==> config.mk <==
export PLATFORM = sky130hd
export DESIGN_NAME = epb_bridge
export DESIGN_NICKNAME = d
export VERILOG_FILES = /design/src/epb_pkg.sv /design/src/epb_bridge.sv
export SDC_FILE = /design/constraint.sdc
export NUM_CORES = 1
export LEC_CHECK = 0
export BUFFER_PORTS_ARGS = -buffer_cell sky130_fd_sc_hd__buf_4
export CORE_ASPECT_RATIO = 0.6
export CORE_MARGIN = 2
export CORE_UTILIZATION = 56
export DETAILED_ROUTE_END_ITERATION = 8
export PLACE_DENSITY = 0.77
export SLEW_MARGIN = 20
export SYNTH_ARGS = -nofsm -noshare
export SYNTH_HDL_FRONTEND = slang
export SYNTH_SLANG_ARGS = --single-unit
==> constraint.sdc <==
create_clock -name i_clk -period 2.6 [get_ports i_clk]
set_clock_uncertainty 0.2 [all_clocks]
set_input_delay 0.26 -clock i_clk [delete_from_list [all_inputs] [get_ports i_clk]]
set_output_delay 0.26 -clock i_clk [all_outputs]
set_load 0.02 [all_outputs]
==> src/epb_pkg.sv <==
// constants, codes and types for the enhanced pwm bridge output stage
// Notes on behaviour
// duty is 10 bits: eight msbs in duty_msb_reg, two lsbs in control bits 5:4.
// duty writes accepted anytime; shadow copy loads only at the period match.
// shadow duty register ignores software writes while in pwm mode.
// pwm clears when shadow duty equals period timer extended by two sub-tick bits.
// duty longer than the period never clears the output in that period.
// active time is duty times oscillator period times prescale 1, 4 or 16.
// a two-bit field selects single, half-bridge, full forward or full reverse.
// single configuration gives one pwm waveform on output a only.
// half-bridge drives pwm on output a and its complement on output b.
// half-bridge delays only inactive-to-active edges by the dead band count.
// dead band count is seven bits, in instruction cycles of four clocks.
// dead band longer than the active time keeps that output inactive all cycle.
// full forward holds a active, modulates d, keeps b and c inactive.
// full reverse holds c active, modulates b, keeps a and d inactive.
// a new direction takes effect from the next pwm cycle.
// pending reversal switches fixed outputs one timer tick before the boundary.
// from that early switch to the boundary both modulated outputs stay inactive.
// full-bridge outputs have no dead band on any edge.
// direction bit 7 may be written anytime and is accepted at once.
// software should lower duty one period before reversing at high duty.
// on timer-period match next tick clears timer, sets pwm unless zero, loads shadow.
// settings load at period boundary; dead band loads at duty or period boundary.
// two polarity bits pick active level for pair a/c and pair b/d.
// field codes 00 single, 10 half, 01 forward, 11 reverse; upper bit is direction.
// reset gives inactive outputs, clear duty and dead band; zero dead band means none.
package epb_pkg;

    // ****************************************
    // register map and reset values
    // ****************************************
    localparam logic [2:0] ADDR_DUTY_MSB   = 3'h0;
    localparam logic [2:0] ADDR_CONTROL    = 3'h1;
    localparam logic [2:0] ADDR_PERIOD     = 3'h2;
    localparam logic [2:0] ADDR_DEADBAND   = 3'h3;
    localparam logic [2:0] ADDR_TIMER_CTRL = 3'h4;
    localparam logic [2:0] ADDR_SHADOW     = 3'h5;
    localparam logic [2:0] ADDR_TIMER      = 3'h6;

    localparam logic [7:0] RST_DUTY_MSB    = 8'h00;
    localparam logic [7:0] RST_CONTROL     = 8'h00;
    localparam logic [7:0] RST_PERIOD      = 8'hFF;
    localparam logic [6:0] RST_DEADBAND    = 7'h00;
    localparam logic [2:0] RST_TIMER_CTRL  = 3'h0;
    localparam int         DB_WIDTH        = 7;
    localparam int         TCTRL_ON_BIT    = 2;

    // ****************************************
    // codes
    // ****************************************
    localparam logic [1:0] CFG_SINGLE = 2'h0;
    localparam logic [1:0] CFG_HALF   = 2'h2;
    localparam logic [1:0] CFG_FWD    = 2'h1;
    localparam logic [1:0] CFG_REV    = 2'h3;
    localparam logic [1:0] MODE_PWM   = 2'h3;
    localparam logic [1:0] PS_SEL_1   = 2'h0;
    localparam logic [1:0] PS_SEL_4   = 2'h1;

    // ****************************************
    // timing: one clock is one oscillator period
    // ****************************************
    localparam int         TOSC_NS        = 100;
    localparam int         CLK_PERIOD_NS  = 100;
    localparam int         CLKS_PER_TOSC  = (TOSC_NS + CLK_PERIOD_NS - 1) / CLK_PERIOD_NS;
    localparam int         INSTR_TOSC     = 4;
    localparam int         CLKS_PER_INSTR = INSTR_TOSC * CLKS_PER_TOSC;
    localparam logic [5:0] FINE_LAST_PS1  = 6'(CLKS_PER_INSTR * 1 - 1);
    localparam logic [5:0] FINE_LAST_PS4  = 6'(CLKS_PER_INSTR * 4 - 1);
    localparam logic [5:0] FINE_LAST_PS16 = 6'(CLKS_PER_INSTR * 16 - 1);

    // control register layout, msb first
    typedef struct packed {
        logic [1:0] cfg;
        logic [1:0] duty_lsb;
        logic [1:0] mode_hi;
        logic [1:0] pol;
    } epb_ctrl_type;

endpackage

==> src/epb_bridge.sv <==
// enhanced pwm bridge output stage with register port
//
// The plain strobed port and the placing of the registers were left to the implementer.
`timescale 1ns/1ps
`default_nettype none

module epb_bridge
    import epb_pkg::*;
#(
    parameter int DB_W = DB_WIDTH
)
(
    input  wire logic       i_clk,
    input  wire logic       i_rst_b,
    input  wire logic       i_ce,
    input  wire logic [2:0] i_addr,
    input  wire logic [7:0] i_wr_data,
    input  wire logic       i_wr,
    input  wire logic       i_rd,
    output var  logic [7:0] o_rd_data,
    output var  logic       o_out_a,
    output var  logic       o_out_b,
    output var  logic       o_out_c,
    output var  logic       o_out_d
);

    // ****************************************
    // elaboration check
    // ****************************************
    generate
        if (DB_W < 1 || DB_W > DB_WIDTH)
        begin : g_bad_db
            $error("dead band width out of range");
        end
    endgenerate

    // ****************************************
    // decode functions
    // ****************************************
    function automatic logic [5:0] fine_last(input logic [1:0] sel);
        logic [5:0] r;
        r = (sel == PS_SEL_1) ? FINE_LAST_PS1 : (sel == PS_SEL_4) ? FINE_LAST_PS4 : FINE_LAST_PS16;
        return r;
    endfunction

    // two bits below the timer, in units of one prescaled oscillator period
    function automatic logic [1:0] sub_bits(input logic [5:0] fine, input logic [1:0] sel);
        logic [1:0] r;
        r = (sel == PS_SEL_1) ? fine[1:0] : (sel == PS_SEL_4) ? fine[3:2] : fine[5:4];
        return r;
    endfunction

    // ****************************************
    // state
    // ****************************************
    logic [7:0]          duty_msb_q;
    epb_ctrl_type        ctrl_q;
    logic [7:0]          period_q;
    logic [DB_W-1:0]     db_reg_q;
    logic [2:0]          tctrl_q;
    logic [7:0]          shadow_q;
    logic [1:0]          shadow_lsb_q;
    logic [1:0]          cfg_q;
    logic [1:0]          pol_q;
    logic [DB_W-1:0]     db_q;
    logic [5:0]          fine_q;
    logic [7:0]          timer_q;
    logic                pwm_raw_q;
    logic [DB_W+1:0]     dbc_q [2];
    logic [3:0]          out_q;
    logic [7:0]          rd_q;

    // ****************************************
    // decode
    // ****************************************
    wire                 wr_duty     = i_wr && i_addr == ADDR_DUTY_MSB;
    wire                 wr_ctrl     = i_wr && i_addr == ADDR_CONTROL;
    wire                 wr_period   = i_wr && i_addr == ADDR_PERIOD;
    wire                 wr_db       = i_wr && i_addr == ADDR_DEADBAND;
    wire                 wr_tctrl    = i_wr && i_addr == ADDR_TIMER_CTRL;
    wire                 wr_shadow   = i_wr && i_addr == ADDR_SHADOW;
    wire                 pwm_en      = ctrl_q.mode_hi == MODE_PWM;
    wire                 tmr_on      = tctrl_q[TCTRL_ON_BIT];
    wire [1:0]           ps_sel      = tctrl_q[1:0];
    wire [9:0]           duty_live   = {duty_msb_q, ctrl_q.duty_lsb};
    wire [1:0]           sub         = sub_bits(fine_q, ps_sel);
    wire                 tick_end    = tmr_on && fine_q == fine_last(ps_sel);
    wire                 last_tick   = tmr_on && timer_q == period_q;
    wire                 boundary    = tick_end && last_tick;
    wire                 match       = pwm_en && {timer_q, sub} == {shadow_q, shadow_lsb_q};
    // pwm drops in the match cycle itself so the high time is exactly duty units
    wire                 pwm_on      = pwm_raw_q && !match;
    wire                 load_cfg    = boundary || !pwm_en;
    wire                 full_now    = cfg_q[0] && ctrl_q.cfg[0];
    // reversal pending: switch fixed outputs for the whole last tick
    wire                 early       = pwm_en && full_now && ctrl_q.cfg[1] != cfg_q[1] && last_tick;
    wire                 dir         = early ? ctrl_q.cfg[1] : cfg_q[1];
    wire                 mod         = pwm_on && !early;
    wire [DB_W+1:0]      db_clks     = {db_q, 2'b00};
    wire [1:0]           hb_src      = {pwm_en && !pwm_on, pwm_on};

    // ****************************************
    // timer and duty
    // ****************************************
    wire [5:0]           fine_d      = tick_end ? 6'h00 : fine_q + 6'h01;
    wire [7:0]           timer_d     = boundary ? 8'h00 : timer_q + 8'h01;
    wire                 pwm_raw_d   = !pwm_en ? 1'b0 :
                                       boundary ? duty_live != 10'h000 :
                                       match ? 1'b0 : pwm_raw_q;

    always_ff @(posedge i_clk)
    begin
        if (!i_rst_b)
        begin
            fine_q    <= 6'h00;
            timer_q   <= 8'h00;
            pwm_raw_q <= 1'b0;
        end
        else if (i_ce && tmr_on)
        begin
            fine_q    <= fine_d;
            timer_q   <= tick_end ? timer_d : timer_q;
            pwm_raw_q <= pwm_raw_d;
        end
        else if (i_ce)
        begin
            pwm_raw_q <= pwm_en && pwm_raw_q;
        end
    end

    // ****************************************
    // software registers, accepted at any time
    // ****************************************
    always_ff @(posedge i_clk)
    begin
        if (!i_rst_b)
        begin
            duty_msb_q <= RST_DUTY_MSB;
            ctrl_q     <= RST_CONTROL;
            period_q   <= RST_PERIOD;
            db_reg_q   <= DB_W'(RST_DEADBAND);
            tctrl_q    <= RST_TIMER_CTRL;
        end
        else if (i_ce)
        begin
            if (wr_duty)
                duty_msb_q <= i_wr_data;
            if (wr_ctrl)
                ctrl_q <= i_wr_data;
            if (wr_period)
                period_q <= i_wr_data;
            if (wr_db)
                db_reg_q <= i_wr_data[DB_W-1:0];
            if (wr_tctrl)
                tctrl_q <= i_wr_data[2:0];
        end
    end

    // ****************************************
    // double buffers
    // ****************************************
    always_ff @(posedge i_clk)
    begin
        if (!i_rst_b)
        begin
            shadow_q     <= 8'h00;
            shadow_lsb_q <= 2'h0;
            cfg_q        <= CFG_SINGLE;
            pol_q        <= 2'h0;
            db_q         <= '0;
        end
        else if (i_ce)
        begin
            if (boundary)
            begin
                shadow_q     <= duty_msb_q;
                shadow_lsb_q <= ctrl_q.duty_lsb;
            end
            else if (wr_shadow && !pwm_en)
            begin
                // writable only outside pwm mode
                shadow_q <= i_wr_data;
            end
            if (load_cfg)
            begin
                cfg_q <= ctrl_q.cfg;
                pol_q <= ctrl_q.pol;
            end
            if (boundary || match || !pwm_en)
                db_q <= db_reg_q;
        end
    end

    // ****************************************
    // dead band, rising edges only
    // ****************************************
    logic [1:0] hb_act;

    genvar gi;
    generate
        for (gi = 0; gi < 2; gi++)
        begin : g_db
            // saturating count, compared with >= so a shrinking count is safe
            assign hb_act[gi] = hb_src[gi] && dbc_q[gi] >= db_clks;
            always_ff @(posedge i_clk)
            begin
                if (!i_rst_b)
                    dbc_q[gi] <= '0;
                else if (i_ce)
                    dbc_q[gi] <= !hb_src[gi] ? '0 : hb_act[gi] ? dbc_q[gi] : dbc_q[gi] + 1'b1;
            end
        end
    endgenerate

    // ****************************************
    // output steering, bit order a b c d = 0..3
    // ****************************************
    logic [3:0] act_d;

    always_comb
    begin
        act_d = 4'h0;
        if (pwm_en)
        begin
            case (cfg_q)
                CFG_SINGLE: act_d[0] = pwm_on;
                CFG_HALF:   act_d[1:0] = hb_act;
                CFG_FWD, CFG_REV:
                begin
                    // no dead band in either bridge direction
                    if (!dir)
                    begin
                        act_d[0] = 1'b1;
                        act_d[3] = mod;
                    end
                    else
                    begin
                        act_d[2] = 1'b1;
                        act_d[1] = mod;
                    end
                end
                default: act_d = 4'h0;
            endcase
        end
    end

    wire [3:0] pol_mask = {pol_q[0], pol_q[1], pol_q[0], pol_q[1]};
    wire [3:0] out_d    = act_d ^ pol_mask;

    // ****************************************
    // read port
    // ****************************************
    wire [7:0] rd_mux =
        i_addr == ADDR_DUTY_MSB   ? duty_msb_q :
        i_addr == ADDR_CONTROL    ? ctrl_q :
        i_addr == ADDR_PERIOD     ? period_q :
        i_addr == ADDR_DEADBAND   ? 8'(db_reg_q) :
        i_addr == ADDR_TIMER_CTRL ? {5'h00, tctrl_q} :
        i_addr == ADDR_SHADOW     ? shadow_q :
        i_addr == ADDR_TIMER      ? timer_q : 8'h00;

    always_ff @(posedge i_clk)
    begin
        if (!i_rst_b)
        begin
            out_q <= 4'h0;
            rd_q  <= 8'h00;
        end
        else if (i_ce)
        begin
            out_q <= out_d;
            rd_q  <= i_rd ? rd_mux : 8'h00;
        end
    end

    assign o_rd_data = rd_q;
    assign o_out_a   = out_q[0];
    assign o_out_b   = out_q[1];
    assign o_out_c   = out_q[2];
    assign o_out_d   = out_q[3];

    wire [3:0] act_q = out_q ^ pol_mask;
endmodule

`default_nettype wire

## Yosys cells after proc, flatten, opt, wreduce, memory -nomap -nowiden

Memories as Yosys holds them, arrays and structs flattened.
Index checks and enable logic that the tools add are counted.

| word-level totals | value |
|---|---|
| bits in registers | 82 |
| memory bits (writable) | 18 |
| input port bits | 16 |
| output and inout bits | 12 |
| memories | 1 |

| cells by class | value |
|---|---|
| add/subtract/negate cells | 4 |
| $lt $le $gt $ge | 2 |
| equal/unequal tests | 16 |
| muxes and demuxes | 39 |
| bitwise gates (word level) | 3 |
| reduce and logical (&&, ||, !) cells | 47 |

Memories:

| memory | words | bits a word | read ports | clocked after Yosys merged registers in | wr ports | line | text |
|---|---|---|---|---|---|---|---|
| dbc_q | 2 | 9 | 2 | 0 | 2 | epb_bridge.sv:69 | `logic [DB_W+1:0] dbc_q [2];` |

Operators by type and width:

| cell | number |
|---|---|
| two-way mux 8 bit | 11 |
| two-way mux 9 bit | 6 |
| logical AND 1 bit | 22 |
| AND reduction 2 bit | 11 |
| adder 9 x 1 -> 9 bit, second input constant | 2 |
| >= comparator 9 bit | 2 |
| two-way mux 6 bit | 3 |
| two-way mux 1 bit | 12 |
| equality test 10 bit | 1 |
| nonzero test 10 bit | 1 |
| equality test 3 bit, second input constant | 3 |
| adder 8 x 1 -> 8 bit, second input constant | 1 |
| equality test 8 bit | 1 |
| two-way mux 2 bit | 4 |
| adder 6 x 1 -> 6 bit, second input constant | 1 |
| equality test 2 bit, second input constant | 3 |
| equality test 3 x 2 -> 1 bit, second input constant | 2 |
| equality test 6 bit | 1 |
| equality test 2 x 1 -> 1 bit, second input constant | 2 |
| zero test 1 bit | 4 |
| zero test 2 bit | 2 |
| two-way mux 4 bit | 1 |
| inequality test 4 bit, second input constant | 1 |
| nonzero test 2 bit | 2 |
| other kinds (9) | 12 |

## Longest topological paths before layout

Gate-level depths: netlist of the first run.

| logic depth | value |
|---|---|
| depth in word-level cells | 13 |
| gate-level depth with buffers | 9 |
| depth with buffers taken out | 8 |

## Worst setup path after synthesis of the first run

No wires, ideal clock.

| path | value |
|---|---|
| path type | reg-to-reg |
| start | memory dbc_q[1][3] (netlist name) |
| end | memory dbc_q[1][0] (netlist name), enable pin |
| setup time | 387 ps |
| data arrival time | 2,210 ps |
| required time | 2,013 ps |
| path slack | -197 ps |
| cell stages (with the launch flop) | 8 |
| cells stage by stage | edfxtp_1 > ha_1 > nor2b_1 > o211ai_1 > a31oi_1 > nor4_1 > nor3b_1 > o21ai_0 |

RTL lines:

| element | line |
|---|---|
| start, declared | epb_bridge.sv:69 |

## Final worst setup path of the first run

| path | value |
|---|---|
| start | register tctrl_q[1] |
| end | register shadow_q[0] |

| between the ends | value |
|---|---|
| longest elaborated chain between the ends | 8 |

Ends and longest elaborated chain:

| element | line | text |
|---|---|---|
| start, declared | epb_bridge.sv:60 | `logic [2:0] tctrl_q;` |
| start signal, assigned | epb_bridge.sv:155 | `tctrl_q <= i_wr_data[2:0];` |
| equality test 2 x 1 -> 1 bit | epb_bridge.sv:42 | `r = (sel == PS_SEL_1) ? FINE_LAST_PS1 : (sel == PS_SEL_4) ? FINE_LAST_PS4 : FINE_LAST_PS16;` |
| two-way mux 6 bit | epb_bridge.sv:42 |  |
| two-way mux 6 bit (*) | epb_bridge.sv:42 |  |
| equality test 6 bit (*) | epb_bridge.sv:87 | `wire tick_end = tmr_on && fine_q == fine_last(ps_sel);` |
| logical AND 1 bit (*) | epb_bridge.sv:87 |  |
| logical AND 1 bit (*) | epb_bridge.sv:89 | `wire boundary = tick_end && last_tick;` |
| nonzero test 2 bit (no source line) | - |  |
| AND reduction 2 bit (no source line) | - |  |
| end signal, assigned | epb_bridge.sv:176 | `shadow_q <= duty_msb_q;` |
| end signal, assigned | epb_bridge.sv:182 | `shadow_q <= i_wr_data;` |
| end, declared | epb_bridge.sv:61 | `logic [7:0] shadow_q;` |

Mark *: on every way between the ends. The rest lies on a longest branch, timed or not.
A chain may end at the register's enable or synchronous reset.

==> results of run 1 <==
cells in the mapped netlist, types with 9 or more instances:
cell	n
xor2_1	28
edfxtp_1	18
nor2_1	65
nand2_1	78
clkbuf_1	26
o21ai_0	20
ha_1	20
xnor2_1	14
nor3_1	17
nor2_2	10
inv_1	32
a221oi_1	9
dfxtp_1	82
a21oi_1	34
nand4_1	11
nand3_1	34
mux2i_1	44
final cells by class:
type | count | area, um2
Multi-Input combinational cell | 477 | 3150
Sequential cell | 100 | 2180
Clock buffer | 9 | 225
Tap cell | 135 | 169
Inverter | 33 | 124
Timing Repair Buffer | 85 | 676
Fill cell | 771 | 3160
Clock inverter | 7 | 85.1
flip-flops by register name, indices dropped and copies added, names as in the netlist:
name          cells
dbc_q            18
ctrl_q            8
duty_msb_q        8
o_rd_data         8
period_q          8
shadow_q          8
timer_q           8
db_q              7
db_reg_q          7
fine_q            6
out_q             4
tctrl_q           3
cfg_q             2
pol_q             2
shadow_lsb_q      2
pwm_raw_q         1
worst reg2reg max path: stages, from the launching register on:
cell and delay, ns:
dfxtp_1 0.36, buf_4 0.16, or4b_1 0.46, a21o_1 0.22, a21bo_2 0.28, o21ai_4 0.33
o22ai_1 0.19, a221oi_1 0.29
metrics by stage:
step	hold slack (ns)	worst slack (ns)	setup TNS [ns]	utilization (%)	cell area, um2
after global routing	0.0157	-0.0210	-0.0715	67.7	6620
after CTS	0.00837	0.00191	0	66.6	6510
final	0.0219	0.0125	0	67.7	6620
after floorplan	0.184	0.0425	0	-	5570
after global placement	0.249	-0.0729	-1.06	62.6	6110
after detailed placement	0.257	-0.252	-3.63	62.6	6110
final timing paths:
kind               from           to  slack, ns  cells past startpoint
max reg2reg  tctrl_q[1]  shadow_q[0]       0.01                      7
max          tctrl_q[1]  shadow_q[0]       0.01                      7
min reg2reg     db_q[1]      db_q[1]       0.27                      2
min                i_ce     out_q[2]       0.02                      2
cells by family (layout without fill, tap and decap cells):
group,Yosys count,count (layout),synth area share (%)
multiplexers,44,44,7.91
buffers and inverters,72,134,5.84
XOR/XNOR,42,42,6.61
AO/OA/AOI/OAI,122,122,15.3
flip-flops,100,100,39.2
AND/OR/NAND/NOR,249,249,20.7
adder cells (fa/ha/maj),20,20,4.49
metal layers:
metal  vias to the layer above  track usage (%)  routed length, um
met3                        42             12.1               2560
li1                       2413                -                  -
met1                      2432             45.2               7430
met5                         -             1.85                  0
met4                         0             8.39                286
met2                       363             46.4               6950
repair_timing:
action	in CTS	in global routing
hold endpoints to repair	10	0
pin swaps	1	3
setup buffers	1	2
setup endpoints to repair	25	38
gates resized for setup	3	18
hold buffers	5	0
gates cloned	0	0
where the power goes:
group / total [mW] / switching [mW] / internal, mW
clock: 1.40 / 0.641 / 0.762
sequential: 1.64 / 0.0338 / 1.60
combinational: 0.341 / 0.206 / 0.134
==> metrics, run 1 <==
status finished clean; Initial DRC Count 860; post-layout min period 2.59 ns; crit path DAT 2.64 ns; Crit path largest cell delay 0.46 ns; CP bufs+invs 1; Most used DFF post-synth dfxtp_1; leakage power 2.54 nW; Warnings, synthesis 0; share of layout cells above drive strength 1 18.3%; wire length per cell 20.4 um; Syn Area/Cell about 8.6 um2; Vias per Instance 6.21; die area 10800 um2; dpl cells 822; core region area 9770 um2; crit path cell chain buf_4 > or4b_1 > a21o_1 > a21bo_2 > o21ai_4 > o22ai_1 > a221oi_1; fin crit share 99.5%; total grt overflow 0; startpoint class of the critical path flip-flop; VDD IR-drop max 0.000366 V; share of the synthesized area in the top cell type slightly below 30%; root buffer selected by CTS clkbuf_16; Starting Density between 50% and 60%; flops & latches, synth 100; pin count of the biggest net entering global routing 36; Seq/Total Area, Yosys about 39%; Syn Nets between 600 and 700; largest fanout on the critical path 8; first-pass GRT wire length 26200 um; I/O Pins 28; CTS tree built; Crit-path slowest cell or4b_1; Pwr Density 511 nW/um2; CTS clk-pin slew, worst paths approximately 0.07 ns; Final nets around 740; TritonCTS Buffers 9; number of synthesized flops with an enable pin 18; die extent in x roughly 130 um; Overall Power roughly 3.4 mW; Setup Viol. Count Final 0; post-synth top area cell dfxtp_1; Hold Path Class in -> reg; worst setup path category reg -> reg; DR DRC count 0; commonest non-fill, non-tap cell in the layout dfxtp_1; I/O Buffers 27; final hold violation count 0; Syn-to-layout area delta 18.8%; relative slew slack 48.5%; gpl congestion 1.03; Initial DRT Pass Iterations 6; H-tree depth 3; clk sinks 100; commonest non-fill, non-tap cells in the layout dfxtp_1 (80), buf_4 (78), nand2_1 (77); total of max-cap violations 0; placement row count 28; # diodes 0; Clock Latency Late Sink 0.36 ns; Die Height 81.2 um; Cells after Synth 649; Yosys cell types 60; Clock Tree Buf Depth 2; number of global-route vias before repair 4784; critical path required time 2.65 ns; ys async rst share 0%; post-route insts no fill 846; gr usage total 32.3%; Fmax 0.386 GHz; antenna viol nets, final 0; Pins Over Slew Limit 0; Worst Max-Slew Pin Slew 0.753 ns; area of the mapped netlist 5570 um2; initial antenna violation count 0; Vias 5250; CP delay by family, top compound AO/OA/AOI/OAI gates; RSZ-0062 raised after global routing yes; Critical Path End Type flip-flop; HPWL reported at the end of detailed placement 12500 um; final WL 17200 um; Synth area leaders dfxtp_1 (29%), edfxtp_1 (9.7%), mux2i_1 (7.9%)
(Power assumes the default switching activity.)
==> run 2, diff against run 1 <==
- RECOVER_POWER: unset -> 100
==> metrics, run 2 (synthesis gave the netlist of run 1 again) <==
Critical Path End Type flip-flop; critical path required time 2.64 ns; commonest non-fill, non-tap cells in the layout dfxtp_1 (80), nand2_1 (77), nor2_1 (66); antenna viol nets, final 0; wire length per cell 20.3 um; initial antenna violation count 0; Clock Tree Buf Depth 2; hold depth 3; final WL 17200 um; clk sinks 100; post-route insts no fill 846; total of max-cap violations 0; Hold Path Sink period_q[0]; worst-case reg-to-reg path depth 8; DR DRC count 0; Final nets 742; core region area roughly 9800 um2; Starting Density 57.0%; gr usage total 32.3%; RR Endpoint out_q[0]; FF+latch area between 2000 and 2500 um2; Initial DRT Pass Iterations 5; commonest non-fill, non-tap cell in the layout dfxtp_1; Vias per Instance 6.19; Vias 5233; TritonCTS Buffers 9; Crit path largest cell delay between 0.5 and 0.6 ns; worst hold start i_wr_data[0]; Reg2Reg Setup Slack 0.01 ns; CTS tree built; I/O Buffers 27; VDD IR-drop max 0.000369 V; Initial DRC Count 823; die extent in x 133 um; Post-DP Area about 6100 um2; I/O Pins 28; worst setup path category reg -> reg; total grt overflow 0; Die Height 81.2 um; RSZ-0062 raised after global routing yes; Fmax 0.386 GHz; post-layout min period 2.59 ns; Crit-path slowest cell or4_1; root buffer selected by CTS clkbuf_16; H-tree depth 3; crit path DAT 2.63 ns; Worst Max-Slew Pin Slew 0.839 ns; relative slew slack 43.9%; pin count of the biggest net entering global routing 36; CTS clk-pin slew, worst paths 0.07 ns; Multi-input gate area 3140 um2; fin crit share 99.6%; # diodes 0; final hold violation count 0; Hold Slack roughly 0.017 ns; Setup Viol. Count Final 0; crit-path most repeated cell buf_4; share of layout cells above drive strength 1 15.2%; design area ~6500 um2; leakage power 2.46 nW; RR Startpoint timer_q[6]; Pins Over Slew Limit 0; gpl congestion 1.03; dpl cells between 800 and 900; Pwr Density 518 nW/um2; number of global-route vias before repair 4784; placement row count 28; # fillers 797; Largest register FFs 18; Biggest register dbc_q; Syn-to-layout area delta 17.1%; status finished clean; HPWL reported at the end of detailed placement 12500 um; startpoint class of the critical path flip-flop; die area 10800 um2; crit path cell chain buf_4 > xnor2_1 > nand4_1 > buf_4 > or4_1 > and2_1 > o221ai_1 > o21ai_1; first-pass GRT wire length around 26000 um; largest fanout on the critical path 4; Hold Path Class in -> reg; CP bufs+invs 2; Clock Latency Late Sink 0.36 ns; CP delay by family, top simple AND/OR/NAND/NOR gates
[run 2: cell count changes in the layout (fill, tap and decap cells not counted), sizes merged]
cell	delta
buf	-20
clkbuf	+20
[run 2: what timing repair did]
action / 4_1_cts / 5_1_grt
hold buffers: 5 / 0
endpoints found under the hold margin: 10 / 0
pin swaps: 1 / 3
gates resized for setup: 3 / 18
cloned: 0 / 0
setup buffers: 1 / 2
setup endpoints to repair: 25 / 38
[run 2: worst max-delay path by stage]
| stage | start | endpoint | slack [ns] | cells past startpoint |
|---|---|---|---|---|
| CTS | db_q[1] | dbc_q[1][5] | 0.002 | 8 |
| global placement | dbc_q[1][3] | dbc_q[1][6] | -0.07 | 7 |
| finish | timer_q[6] | out_q[0] | 0.01 | 8 |
| detailed placement | db_q[1] | dbc_q[1][7] | -0.25 | 8 |
| floorplan | dbc_q[1][3] | dbc_q[1][0] | 0.04 | 7 |
| global route | tctrl_q[1] | shadow_q[5] | -0.02 | 7 |
[run 2: area by class of cell]
type,instances,area share (%)
Tap cell,135,2.59
Clock inverter,7,1.30
Multi-Input combinational cell,477,48.1
Inverter,33,1.90
Timing Repair Buffer,85,9.21
Clock buffer,9,3.45
Sequential cell,100,33.5
[run 2: where the power goes]
group	leakage (nW)	internal (mW)	switching (mW)	total, mW
logic	1.44	0.126	0.205	0.331
clock network	0.151	0.762	0.646	1.41
registers	0.865	1.60	0.0338	1.64
total	2.46	2.49	0.885	3.38
[run 2: worst reg2reg max path, delay by kind of cell, from the launching register on]
kind / cells / cell delay, ns
and+or+nand+nor: 3 / 1.04
buffers and inverters: 2 / 0.38
xor gates and xnor gates: 1 / 0.18
AOI/OAI and AO/OA: 2 / 0.31
DFF: 1 / 0.36
[run 2: metal layers]
metal  GRT usage, %  routed length (um)  vias up
met3           12.1                2550       36
met5           1.85                   0        -
met1           45.2                7460     2403
met4           8.39                 321        0
met2           46.4                6870      379
li1               -                   -     2415
[run 2: stage by stage]
step | setup WS [ns] | total power, mW | util [%] | setup TNS (ns)
after floorplan | 0.0425 | 1.86 | - | 0
after global placement | -0.0729 | 1.97 | 62.6 | -1.06
after detailed placement | -0.252 | 1.98 | 62.6 | -3.63
after CTS | 0.00191 | 3.37 | 66.6 | 0
after global routing | -0.0210 | 3.47 | 66.7 | -0.0931
final | 0.0101 | 3.38 | 66.7 | 0
